### config.mk
export PLATFORM = sky130hd
export DESIGN_NAME = rrc_exec
export DESIGN_NICKNAME = d
export VERILOG_FILES = /design/src/design/rrc_pkg.sv /design/src/design/rrc_rotator.sv /design/src/design/rrc_exec.sv
export VERILOG_INCLUDE_DIRS = /design/src /design/src/design
export SDC_FILE = /design/constraint.sdc
export NUM_CORES = 1
export LEC_CHECK = 0
export BUFFER_PORTS_ARGS = -buffer_cell sky130_fd_sc_hd__buf_2
export CAP_MARGIN = 20
export CORE_UTILIZATION = 52
export DETAILED_ROUTE_END_ITERATION = 7
export HOLD_SLACK_MARGIN = 0.1
export PLACE_DENSITY = 0.94
export SYNTH_ARGS = -nofsm -noshare
export SYNTH_HDL_FRONTEND = slang
export SYNTH_SLANG_ARGS = --single-unit
### constraint.sdc
create_clock -name clk_sys_i -period 6.09 [get_ports clk_sys_i]
set_clock_uncertainty 0.2 [all_clocks]
set_input_delay 0.609 -clock clk_sys_i [delete_from_list [all_inputs] [get_ports clk_sys_i]]
set_output_delay 0.609 -clock clk_sys_i [all_outputs]
set_load 0.05 [all_outputs]
### src/design/rrc_regs.svh
// Constants for the rotate-right-through-carry execution block
`ifndef RRC_REGS_SVH
`define RRC_REGS_SVH
`define RRC_OPC_TOP6 6'h0C
`define RRC_OPC_HI 15
`define RRC_OPC_LO 10
`define RRC_D_BIT 9
`define RRC_A_BIT 8
`define RRC_ILO_LIMIT 8'h5F
`define RRC_ACCESS_SPLIT 8'h60
`define RRC_ACCESS_HI_BANK 4'hF
`define RRC_BANK_W 4
`define RRC_PHASES 4
`define RRC_N_BIT 4
`define RRC_Z_BIT 2
`define RRC_C_BIT 0
`endif

### src/design/rrc_pkg.sv
// Types for the rotate-right-through-carry execution block
package rrc_pkg;
	typedef enum logic [1:0] {RRC_Q1, RRC_Q2, RRC_Q3, RRC_Q4} rrc_phase_e;
	typedef logic [7:0] rrc_byte_t;
	typedef logic [11:0] rrc_addr_t;
endpackage

### src/design/rrc_rotator.sv
// Rotate one byte right through a carry bit
`timescale 1ns/100ps
module rrc_rotator
(
	// Operand and carry in
	input wire rrc_pkg::rrc_byte_t operand_i,
	input wire logic carry_i,
	// Result and flags out
	output rrc_pkg::rrc_byte_t result_o,
	output logic carry_o,
	output logic negative_o,
	output logic zero_o
);
	import rrc_pkg::*;
	assign result_o = {carry_i, operand_i[7:1]};
	assign carry_o = operand_i[0];
	assign negative_o = result_o[7];
	assign zero_o = (result_o == 8'h00);
endmodule

### src/design/rrc_exec.sv
// Four-phase execution of the rotate-right-through-carry instruction
`timescale 1ns/100ps
`include "rrc_regs.svh"
module rrc_exec
(
	// Clock, reset, enable
	input wire logic clk_sys_i,
	input wire logic reset_i,
	input wire logic ce_i,
	// Instruction in
	input wire logic [15:0] instr_i,
	input wire logic instr_valid_i,
	input wire logic ext_set_en_i,
	input wire logic [`RRC_BANK_W-1:0] bank_select_register_i,
	input wire rrc_pkg::rrc_addr_t index_base_i,
	// Data memory
	output rrc_pkg::rrc_addr_t mem_addr_o,
	output logic mem_rd_o,
	input wire rrc_pkg::rrc_byte_t mem_rdata_i,
	output logic mem_wr_o,
	output rrc_pkg::rrc_byte_t mem_wdata_o,
	// Working register
	output logic w_wr_o,
	output rrc_pkg::rrc_byte_t w_wdata_o,
	// Status register
	input wire logic [7:0] status_i,
	output logic status_wr_o,
	output logic [7:0] status_wdata_o,
	// Progress
	output rrc_pkg::rrc_phase_e phase_o,
	output logic busy_o,
	output logic done_o
);
	import rrc_pkg::*;

	rrc_phase_e phase;
	rrc_phase_e next_phase;
	logic active;
	logic dest_f;
	rrc_addr_t addr;
	rrc_byte_t operand;
	rrc_byte_t result;
	logic carry_new;
	logic neg_new;
	logic zero_new;
	logic carry_in;
	rrc_byte_t res_q;
	logic [7:0] status_q;
	logic wr_mem_q;
	logic wr_w_q;
	logic st_wr_q;
	logic done_q;

	// Decode
	wire is_rrc = instr_valid_i && (instr_i[`RRC_OPC_HI:`RRC_OPC_LO] == `RRC_OPC_TOP6);
	wire d_bit = instr_i[`RRC_D_BIT];
	wire a_bit = instr_i[`RRC_A_BIT];
	wire [7:0] f_field = instr_i[7:0];
	wire use_ilo = !a_bit && ext_set_en_i && (f_field <= `RRC_ILO_LIMIT);
	wire acc_hi = f_field >= `RRC_ACCESS_SPLIT;
	wire [3:0] acc_bank = acc_hi ? `RRC_ACCESS_HI_BANK : 4'h0;
	wire rrc_addr_t ilo_addr = index_base_i + {4'h0, f_field};
	wire rrc_addr_t bank_addr = {bank_select_register_i, f_field};
	wire rrc_addr_t acc_addr = {acc_bank, f_field};
	wire rrc_addr_t next_addr = use_ilo ? ilo_addr : (a_bit ? bank_addr : acc_addr);

	assign carry_in = status_i[`RRC_C_BIT];

	rrc_rotator u_rot
	(
		.operand_i(operand),
		.carry_i(carry_in),
		.result_o(result),
		.carry_o(carry_new),
		.negative_o(neg_new),
		.zero_o(zero_new)
	);

	// Phase sequencing
	always_comb
	begin
		next_phase = phase;
		case (phase)
			RRC_Q1: next_phase = is_rrc ? RRC_Q2 : RRC_Q1;
			RRC_Q2: next_phase = RRC_Q3;
			RRC_Q3: next_phase = RRC_Q4;
			RRC_Q4: next_phase = RRC_Q1;
			default: next_phase = RRC_Q1;
		endcase
	end

	always_ff @(posedge clk_sys_i)
	begin
		if (reset_i)
			phase <= RRC_Q1;
		else if (ce_i)
			phase <= next_phase;
	end

	// Operand capture
	always_ff @(posedge clk_sys_i)
	begin
		if (reset_i)
		begin
			addr <= 12'h000;
			dest_f <= 1'b0;
			operand <= 8'h00;
		end
		else if (ce_i)
		begin
			if (phase == RRC_Q1 && is_rrc)
			begin
				addr <= next_addr;
				dest_f <= d_bit;
			end
			if (phase == RRC_Q2)
				operand <= mem_rdata_i;
		end
	end

	// Result and status
	always_ff @(posedge clk_sys_i)
	begin
		if (reset_i)
		begin
			res_q <= 8'h00;
			status_q <= 8'h00;
		end
		else if (ce_i && phase == RRC_Q3)
		begin
			res_q <= result;
			status_q <= status_i;
			status_q[`RRC_C_BIT] <= carry_new;
			status_q[`RRC_N_BIT] <= neg_new;
			status_q[`RRC_Z_BIT] <= zero_new;
		end
	end

	// Write strobes
	always_ff @(posedge clk_sys_i)
	begin
		if (reset_i)
		begin
			wr_mem_q <= 1'b0;
			wr_w_q <= 1'b0;
			st_wr_q <= 1'b0;
			done_q <= 1'b0;
		end
		else if (ce_i)
		begin
			wr_mem_q <= (phase == RRC_Q3) && dest_f;
			wr_w_q <= (phase == RRC_Q3) && !dest_f;
			st_wr_q <= (phase == RRC_Q3);
			done_q <= (phase == RRC_Q4);
		end
	end

	assign active = (phase != RRC_Q1);
	assign mem_addr_o = addr;
	assign mem_rd_o = (phase == RRC_Q2);
	assign mem_wr_o = wr_mem_q && ce_i;
	assign mem_wdata_o = res_q;
	assign w_wr_o = wr_w_q && ce_i;
	assign w_wdata_o = res_q;
	assign status_wr_o = st_wr_q && ce_i;
	assign status_wdata_o = status_q;
	assign phase_o = phase;
	assign busy_o = active;
	assign done_o = done_q;
endmodule

==> results of run 1 <==
## power groups by stage
stage | combinational, W | sequential, W | clock [W]
6_report | 0.0000769 | 0.000275 | 0.000176
5_1_grt | 0.0000845 | 0.000275 | 0.000192
4_1_cts | 0.0000759 | 0.000275 | 0.000180
3_5_place_dp | 0.0000758 | 0.000282 | 0
3_3_place_gp | 0.0000742 | 0.000282 | 0
2_1_floorplan | 0.0000469 | 0.000283 | 0
## layout by cell type, fill, tap and decap left out, drive strengths merged, types with 4 or more instances in the layout
cell    instances
ha             12
nand2          56
a211oi          4
dfxtp          42
nor2           16
o21ai          10
buf            94
a31oi           6
nor3            7
clkbuf          6
a21oi          41
mux2i           5
and2            5
nand3          17
inv            12
## kinds of logic (layout without fill, tap and decap cells)
family,after synthesis,in the layout,share of synthesized area
and+or+nand+nor,119,119,0.241
AOI/OAI and AO/OA,78,78,0.207
DFF,42,42,0.364
buffers and inverters,40,114,0.0841
adders and majority gates,13,13,0.0738
muxes,5,5,0.0217
xor gates and xnor gates,2,2,0.00759
## worst max-delay path: stages
cell and delay, ps:
buf_2 100, ha_1 190, inv_1 70, fa_1 390
nand2b_1 200, a21oi_2 220, a31oi_1 190, or4_1 500
a31oi_1 150
## cells in the mapped netlist (2+ instances only)
library cell	instances	share of area
nand2_1	55	0.089
dfxtp_1	42	0.36
a21oi_1	40	0.087
nand3_1	17	0.037
nor2_1	16	0.026
clkbuf_1	13	0.021
ha_1	12	0.065
inv_1	12	0.020
buf_4	10	0.033
o21ai_0	10	0.022
nor3_1	7	0.015
a31oi_1	6	0.016
and2_1	5	0.014
buf_2	5	0.011
mux2i_1	5	0.022
a211oi_1	3	0.0098
nand2b_1	3	0.0081
nand4_1	3	0.0081
nor4_1	3	0.0081
a21o_1	2	0.0065
a311oi_1	2	0.0076
and3_1	2	0.0054
nor2b_1	2	0.0054
o22ai_1	2	0.0054
xor2_1	2	0.0076
## sequential cells by signal (all words and copies together), names as in the netlist
name            flops
dest_f              1
phase_o             2
done_o              1
mem_addr_o         12
wr_w_q              1
mem_wdata_o         7
status_wdata_o      8
st_wr_q             1
operand             8
wr_mem_q            1
## worst paths after layout
| kind | slack (ps) | cells after the start | startpoint | endpoint |
|---|---|---|---|---|
| setup / recovery | 3500 | 9 | instr_i[0] | mem_addr_o[8]$_SDFFE_PP0P_ |
| setup reg to reg | 3970 | 6 | phase_o[0]$_SDFFE_PP0P_ | mem_addr_o[9]$_SDFFE_PP0P_ |
| hold / removal | 260 | 2 | status_wdata_o[5]$_SDFFE_PP0P_ | status_wdata_o[5]$_SDFFE_PP0P_ |
| hold reg to reg | 260 | 2 | status_wdata_o[5]$_SDFFE_PP0P_ | status_wdata_o[5]$_SDFFE_PP0P_ |
## metal layers
| metal | track usage | vias up | wire (µm) |
|---|---|---|---|
| met5 | 0 | - | 0 |
| met4 | 0.0885 | 0 | 88 |
| met3 | 0.0395 | 9 | 397 |
| met2 | 0.438 | 117 | 2700 |
| met1 | 0.312 | 1080 | 2440 |
| li1 | - | 1181 | - |
## per-stage QoR
step	util	hold WS (ps)	total power [W]	setup slack [ps]	instance area, µm²
2_1_floorplan	-	232	0.000330	3560	2310
3_3_place_gp	0.654	239	0.000356	3320	2690
3_5_place_dp	0.654	250	0.000357	3230	2690
4_1_cts	0.675	261	0.000531	3540	2780
5_1_grt	0.675	286	0.000552	3440	2780
6_report	0.675	258	0.000528	3500	2780
## area by class of cell
cell class | count | area share
Clock inverter | 2 | 0.00495
Inverter | 12 | 0.0162
Clock buffer | 6 | 0.0261
Timing Repair Buffer | 94 | 0.169
Multi-Input combinational cell | 217 | 0.458
Tap cell | 50 | 0.0225
Sequential cell | 42 | 0.303
==> metrics, run 1 <==
library cells used by synthesis 45; RSZ-0062 raised after global routing false; final count of pins violating max slew 0; Placed Cells 415; DRT iter0 DRCs 170; Clock transition at path regs 80 ps; Sw Share 0.267; Hold Path Class register to register; total vias in the final route 2,387; register area 841 µm²; max_cap viols 0; Mapped Area 2310 µm²; clock power share 0.333; Post-CTS Hold Fix Bufs 0; Leak 1.28 nW; total nets after synthesis 365; Synth Instances 299; Nets 438; Logic pwr share 0.146; crit end category register; H-tree depth 2; Setup CP Type input pin to register; Resized cells post-CTS 0; Fin. Hold Viols 0; Synth-to-Final Area Change 20.4%; P_sw 0.000141 W; WP data arrival 2610 ps; P per Cell Area 190 nW/µm²; ant diodes 0; Worst setup SP type input pin; f_max 0.387 GHz; Die H 68.6 µm; initial antenna violation count 0; Routed WL per cell 13.3 µm; max_slew headroom 0.552; sequential fraction of the synthesis area 0.364; clock sinks 42; outcome complete, no violations; CTS tree done; Sum Neg Setup Slack 0 ps; Worst EP required 6110 ps; period utilization 0.425; Top-Level Pins 97; CTS buffer count 5; number of setup buffers added after CTS 0; row count 23; Vias/cell 5.64; Final Non-Filler Cells 423; Post-synth ARST share 0; Clock Path Buffers 2; Flop pwr share 0.521; drt drc 0; Internal 0.000387 W; Die W 68.6 µm; Synth Flop Type dfxtp_1; first-pass GRT wire length 8.88 mm; PortBufs 94; Final HPWL DP 4.25 mm; Syn. warnings 0; vias in the first global route 2,046; DR pass1 iterations 5; Seq cells post-synth 42; Initial Util 0.561; final wirelength 5.63 mm; worst slew pin tran 673 ps; Post-synth EDFFs 0; clk_lat worst skew 290 ps; largest net degree at the start of global routing 39; worst vdd ir 0.0863 mV; CTS root buf clkbuf_8; Final ANT Viol Nets 0; GRT Resource Usage Total 0.252; syn_area_per_cell 7.72 µm²; DIE AREA 4710 µm²; area of the multi-input gates 1270 µm²; Placeable Area 4120 µm²; number of fill cells 350; Final Critical Period 2590 ps; share of layout cells above drive strength 1 0.287; Setup Viol. Count Final 0; GP Congestion 0.885; worst-path fanout max 3; grt total ovfl 0
(Power assumes the default switching activity.)
==> run 2, diff against run 1 <==
ABC_AREA = 1   (was default)
CORE_UTILIZATION = 43   (was 52)
PLACE_DENSITY = 0.84   (was 0.94)
clock period = 2.2 ns   (was 6.09 ns; I/O delays follow)
==> metrics, run 2 <==
reg-to-reg slack, setup 160 ps; Final ANT Viol Nets 0; Hold Path Class input pin to register; Top-Level Pins 97; worst setup path end status_wdata_o[2]$_SDFFE_PP0P_; clock sinks 42; Sum Neg Setup Slack 0 ps; WP data arrival 2120 ps; clk_lat worst skew 290 ps; PortBufs 94; most common cell in the netlist nand2_1; Setup Viol. Count Final 0; Post-synth ARST share 0; Nets 517; family with the most delay on the worst path buffers and inverters; GP Congestion 0.926; Buf/Inv on CP 4; Post-synth top cells 70 x nand2_1, 52 x nor2_1, 42 x dfxtp_1, 35 x inv_1; most common cell after layout, fill and taps aside buf_2; largest net degree at the start of global routing 30; reg2reg end status_wdata_o[2]$_SDFFE_PP0P_; most frequent cells in the layout 93 x buf_2, 70 x nand2_1, 51 x nor2_1; Routed WL per cell 11.2 µm; Post-synth EDFFs 0; Clock Path Buffers 2; Leak 1.67 nW; Crit. Startpoint ce_i; sequential fraction of the synthesis area 0.367; worst r2r src phase_o[0]$_SDFFE_PP0P_; Syn. warnings 0; Final Critical Period 2080 ps; grt total ovfl 0; CTS tree done; ant diodes 0; slowest stage delay, CP 550 ps; CP Cell Sequence dlygate4sd3_1 > clkbuf_4 > nand2_1 > buf_4 > nor2_1 > nand3_1 > a21oi_1 > dlygate4sd3_1; Synth-to-Final Area Change 37.9%; Yosys top cell area share 0.367; CTS buffer count 5; DRT iter0 DRCs 93; Vias/cell 4.83; worst-path fanout max 15; Synth Instances 336; P per Cell Area 571 nW/µm²; total vias in the final route 2,521; H-tree depth 2; Worst path slowest cell dlygate4sd3_1; share of layout cells above drive strength 1 0.250; DR pass1 iterations 4; Initial Util 0.449; Mapped Area 2290 µm²; CTS root buf clkbuf_8; final wirelength 5.82 mm; Power Total 0.00181 W; Die H 75.0 µm; Worst setup SP type input pin; Seq cells post-synth 42; first-pass GRT wire length 8.94 mm; Die W 75.0 µm; crit-path most repeated cell dlygate4sd3_1; syn_area_per_cell 6.83 µm²; crit end category register; GRT Resource Usage Total 0.207; library cells used by synthesis 27; Cells on Worst Hold Path 5; area leader, netlist dfxtp_1; initial antenna violation count 0; Crit path depth 8; vias in the first global route 2,165; final count of pins violating max slew 0; total nets after synthesis 402; period utilization 0.943; number of setup buffers added after CTS 0; drt drc 0; r2r worst-path depth 8; Worst EP required 2240 ps; row count 26; f_max 0.482 GHz; Fin. Hold Viols 0; Synth area leaders dfxtp_1 37%, nand2_1 11%, nor2_1 8.5%; max_cap viols 0; Final HPWL DP 4.09 mm; DIE AREA 5630 µm²; max_slew headroom 0.684; Placeable Area 5110 µm²; worst slew pin tran 471 ps; worst vdd ir 0.302 mV; Synth Flop Type dfxtp_1; Setup CP Type input pin to register; Clock transition at path regs 80 ps; max reg flops 12; outcome complete, no violations
==> run 2: logic make-up (layout without fill, tap and decap cells) <==
logic type,Yosys count,count (layout),share of synthesized area
buf+inv,57,173,0.113
fa+ha+maj,13,13,0.0742
xor+xnor,5,5,0.0191
compound gates,67,67,0.154
flops,42,42,0.367
simple gates,152,152,0.273
==> run 2: report_power, final <==
part	internal [W]	total, W	switching, W	leakage (nW)
logic	0.000154	0.000416	0.000262	1.28
clock network	0.000339	0.000601	0.000263	0.0514
registers	0.000779	0.000790	0.0000115	0.340
total	0.00127	0.00181	0.000536	1.67
==> run 2: worst min-delay path, cell delays in order <==
cell	delay (ps)
buf_2	80
nand2_1	50
nand2_1	50
nor2_1	40
a21oi_1	120
==> run 2: how the worst min path moves through the flow <==
stage	start	end	slack, ps
CTS	bank_select_register_i[0]	mem_addr_o[8]$_SDFFE_PP0P_	100
global route	instr_i[0]	mem_addr_o[0]$_SDFFE_PP0P_	150
global placement	st_wr_q$_SDFFE_PP0P_	st_wr_q$_SDFFE_PP0P_	250
finish	bank_select_register_i[0]	mem_addr_o[8]$_SDFFE_PP0P_	100
detailed placement	mem_addr_o[7]$_SDFFE_PP0P_	mem_addr_o[7]$_SDFFE_PP0P_	250
floorplan	reset_i	mem_addr_o[7]$_SDFFE_PP0P_	90
==> run 2: final cells by class <==
| class | instances | area [µm²] |
|---|---|---|
| Fill cell | 451 | 1940 |
| Multi-Input combinational cell | 237 | 1200 |
| Sequential cell | 42 | 841 |
| Timing Repair Buffer | 125 | 773 |
| Inverter | 40 | 151 |
| Tap cell | 70 | 87.6 |
| Clock buffer | 6 | 72.6 |
| Clock inverter | 2 | 37.5 |
==> run 2: timing repair <==
item                       4_1_cts  5_1_grt
hold buffers                    27        0
hold endpoints to repair        30        0
setup endpoints to repair        0        3
resized for setup                0        3
==> run 2: routing by layer <==
| metal | track usage | part of all wire |
|---|---|---|
| met4 | 0.0524 | 0.0091 |
| met5 | 0 | 0 |
| met2 | 0.395 | 0.51 |
| met3 | 0.0361 | 0.054 |
| met1 | 0.236 | 0.43 |
==> run 2: per-stage QoR <==
stage	setup WS (ps)	util	cells	hold slack, ps	instance area, µm²
CTS	131	0.618	522	102	3150
detailed placement	170	0.543	487	255	2770
floorplan	135	-	336	89.1	2290
finish	125	0.619	522	105	3160
global route	-22.5	0.619	522	154	3160
global placement	214	0.543	487	247	2770
==> run 3, diff against run 2 <==
ABC_CLOCK_PERIOD_IN_PS = 2300   (was default)
CORE_ASPECT_RATIO = 0.5   (was default)
CORE_UTILIZATION = 48   (was 43)
PLACE_DENSITY = 0.88   (was 0.84)
clock period = 2.3 ns   (was 2.2 ns; I/O delays follow)
==> metrics, run 3 (same netlist as run 2, synthesis figures left out) <==
Placeable Area 4490 µm²; Final ANT Viol Nets 0; Setup CP Type input pin to register; Worst EP required 2330 ps; number of fill cells 404; CTS root buf clkbuf_8; Hold Path Class input pin to register; worst r2r src phase_o[0]$_SDFFE_PP0P_; largest net degree at the start of global routing 21; crit end category register; Top-Level Pins 97; setup slack after layout 210 ps; Routed WL per cell 11.0 µm; GRT Resource Usage Total 0.232; CTS buffer count 5; worst vdd ir 0.295 mV; Sum Neg Setup Slack 0 ps; outcome complete, no violations; Nets 515; ant diodes 0; number of setup buffers added after CTS 0; dpl ws 263 ps; row count 17; Final HPWL DP 4.21 mm; Clock Path Buffers 2; Final Critical Period 2090 ps; clock sinks 42; Worst setup SP type input pin; Fin. Hold Viols 0; most frequent cells in the layout 94 x buf_2, 70 x nand2_1, 52 x nor2_1; vias in the first global route 2,234; Synth-to-Final Area Change 36.4%; WP data arrival 2120 ps; H-tree depth 2; final count of pins violating max slew 0; GP Congestion 0.856; CTS tree done; DR pass1 iterations 4; P per Cell Area 549 nW/µm²; final wirelength 5.68 mm; clk_lat worst skew 290 ps; hold wc startpoint bank_select_register_i[2]; Die W 99.8 µm; Clock transition at path regs 80 ps; Crit. Startpoint ce_i; DIE AREA 5080 µm²; initial antenna violation count 0; drt drc 0; Leak 1.66 nW; Die H 50.9 µm; max reg flops 12; Setup Viol. Count Final 0; max_slew headroom 0.676; Initial Util 0.511; grt total ovfl 0; Vias/cell 4.83; RSZ-0062 raised after global routing false; max_cap viols 0; first-pass GRT wire length 9.42 mm; period utilization 0.909; f_max 0.478 GHz; PortBufs 94; worst-path fanout max 15; most common cell after layout, fill and taps aside buf_2; total vias in the final route 2,494; worst slew pin tran 483 ps; DRT iter0 DRCs 60; share of layout cells above drive strength 1 0.247
run 3: cell count changes in the layout (fill, tap and decap cells not counted), sizes merged:
cell,change
dlygate4sd3,-2
buf,+1
clkbuf,-1
run 3: worst paths after layout:
path                            cells past startpoint                              to  slack [ps]
worst max register to register                      8  status_wdata_o[2]$_SDFFE_PP0P_         250
worst min register to register                      2           wr_mem_q$_SDFFE_PP0P_         260
worst min-delay path                                5     mem_addr_o[10]$_SDFFE_PP0P_         110
worst max-delay path                                8  status_wdata_o[2]$_SDFFE_PP0P_         210
run 3: critical path: stages:
cell	delay, ps
dlygate4sd3_1	530
buf_2	170
nand2_1	80
buf_4	180
nor2_1	140
nand3_1	100
a21oi_1	140
dlygate4sd3_1	560
run 3: report_power, final:
group	internal, W	switching (W)
Combinational	0.000143	0.000245
Clock	0.000324	0.000250
Sequential	0.000745	0.0000106
Total	0.00121	0.000506
run 3: cell type report:
type,instances,area (µm²),area share
Tap cell,66,82.6,0.0264
Clock buffer,6,72.6,0.0232
Clock inverter,2,37.5,0.0120
Sequential cell,42,841,0.269
Inverter,40,151,0.0484
Timing Repair Buffer,123,751,0.240
Multi-Input combinational cell,237,1190,0.381
run 3: timing repair:
item | 4_1_cts | 5_1_grt
hold buffers | 25 | 0
endpoints found under the hold margin | 29 | 0
resized for setup | 0 | 0
run 3: per-layer routing:
layer | GRT usage | vias up | routed length [µm]
met5 | 0 | - | 0
met4 | 0.0637 | 0 | 54
met3 | 0.0397 | 8 | 185
met2 | 0.439 | 58 | 2840
met1 | 0.276 | 1125 | 2600
li1 | - | 1303 | -
run 3: through the flow:
step | utilization | power, W | instance area [µm²] | std cells | hold WS [ps]
CTS | 0.697 | 0.00172 | 3130 | 516 | 109
finish | 0.697 | 0.00172 | 3130 | 516 | 106
global placement | 0.617 | 0.00112 | 2770 | 483 | 249
floorplan | - | 0.00103 | 2290 | 336 | 99.1
global route | 0.697 | 0.00180 | 3130 | 516 | 141
detailed placement | 0.617 | 0.00113 | 2770 | 483 | 255
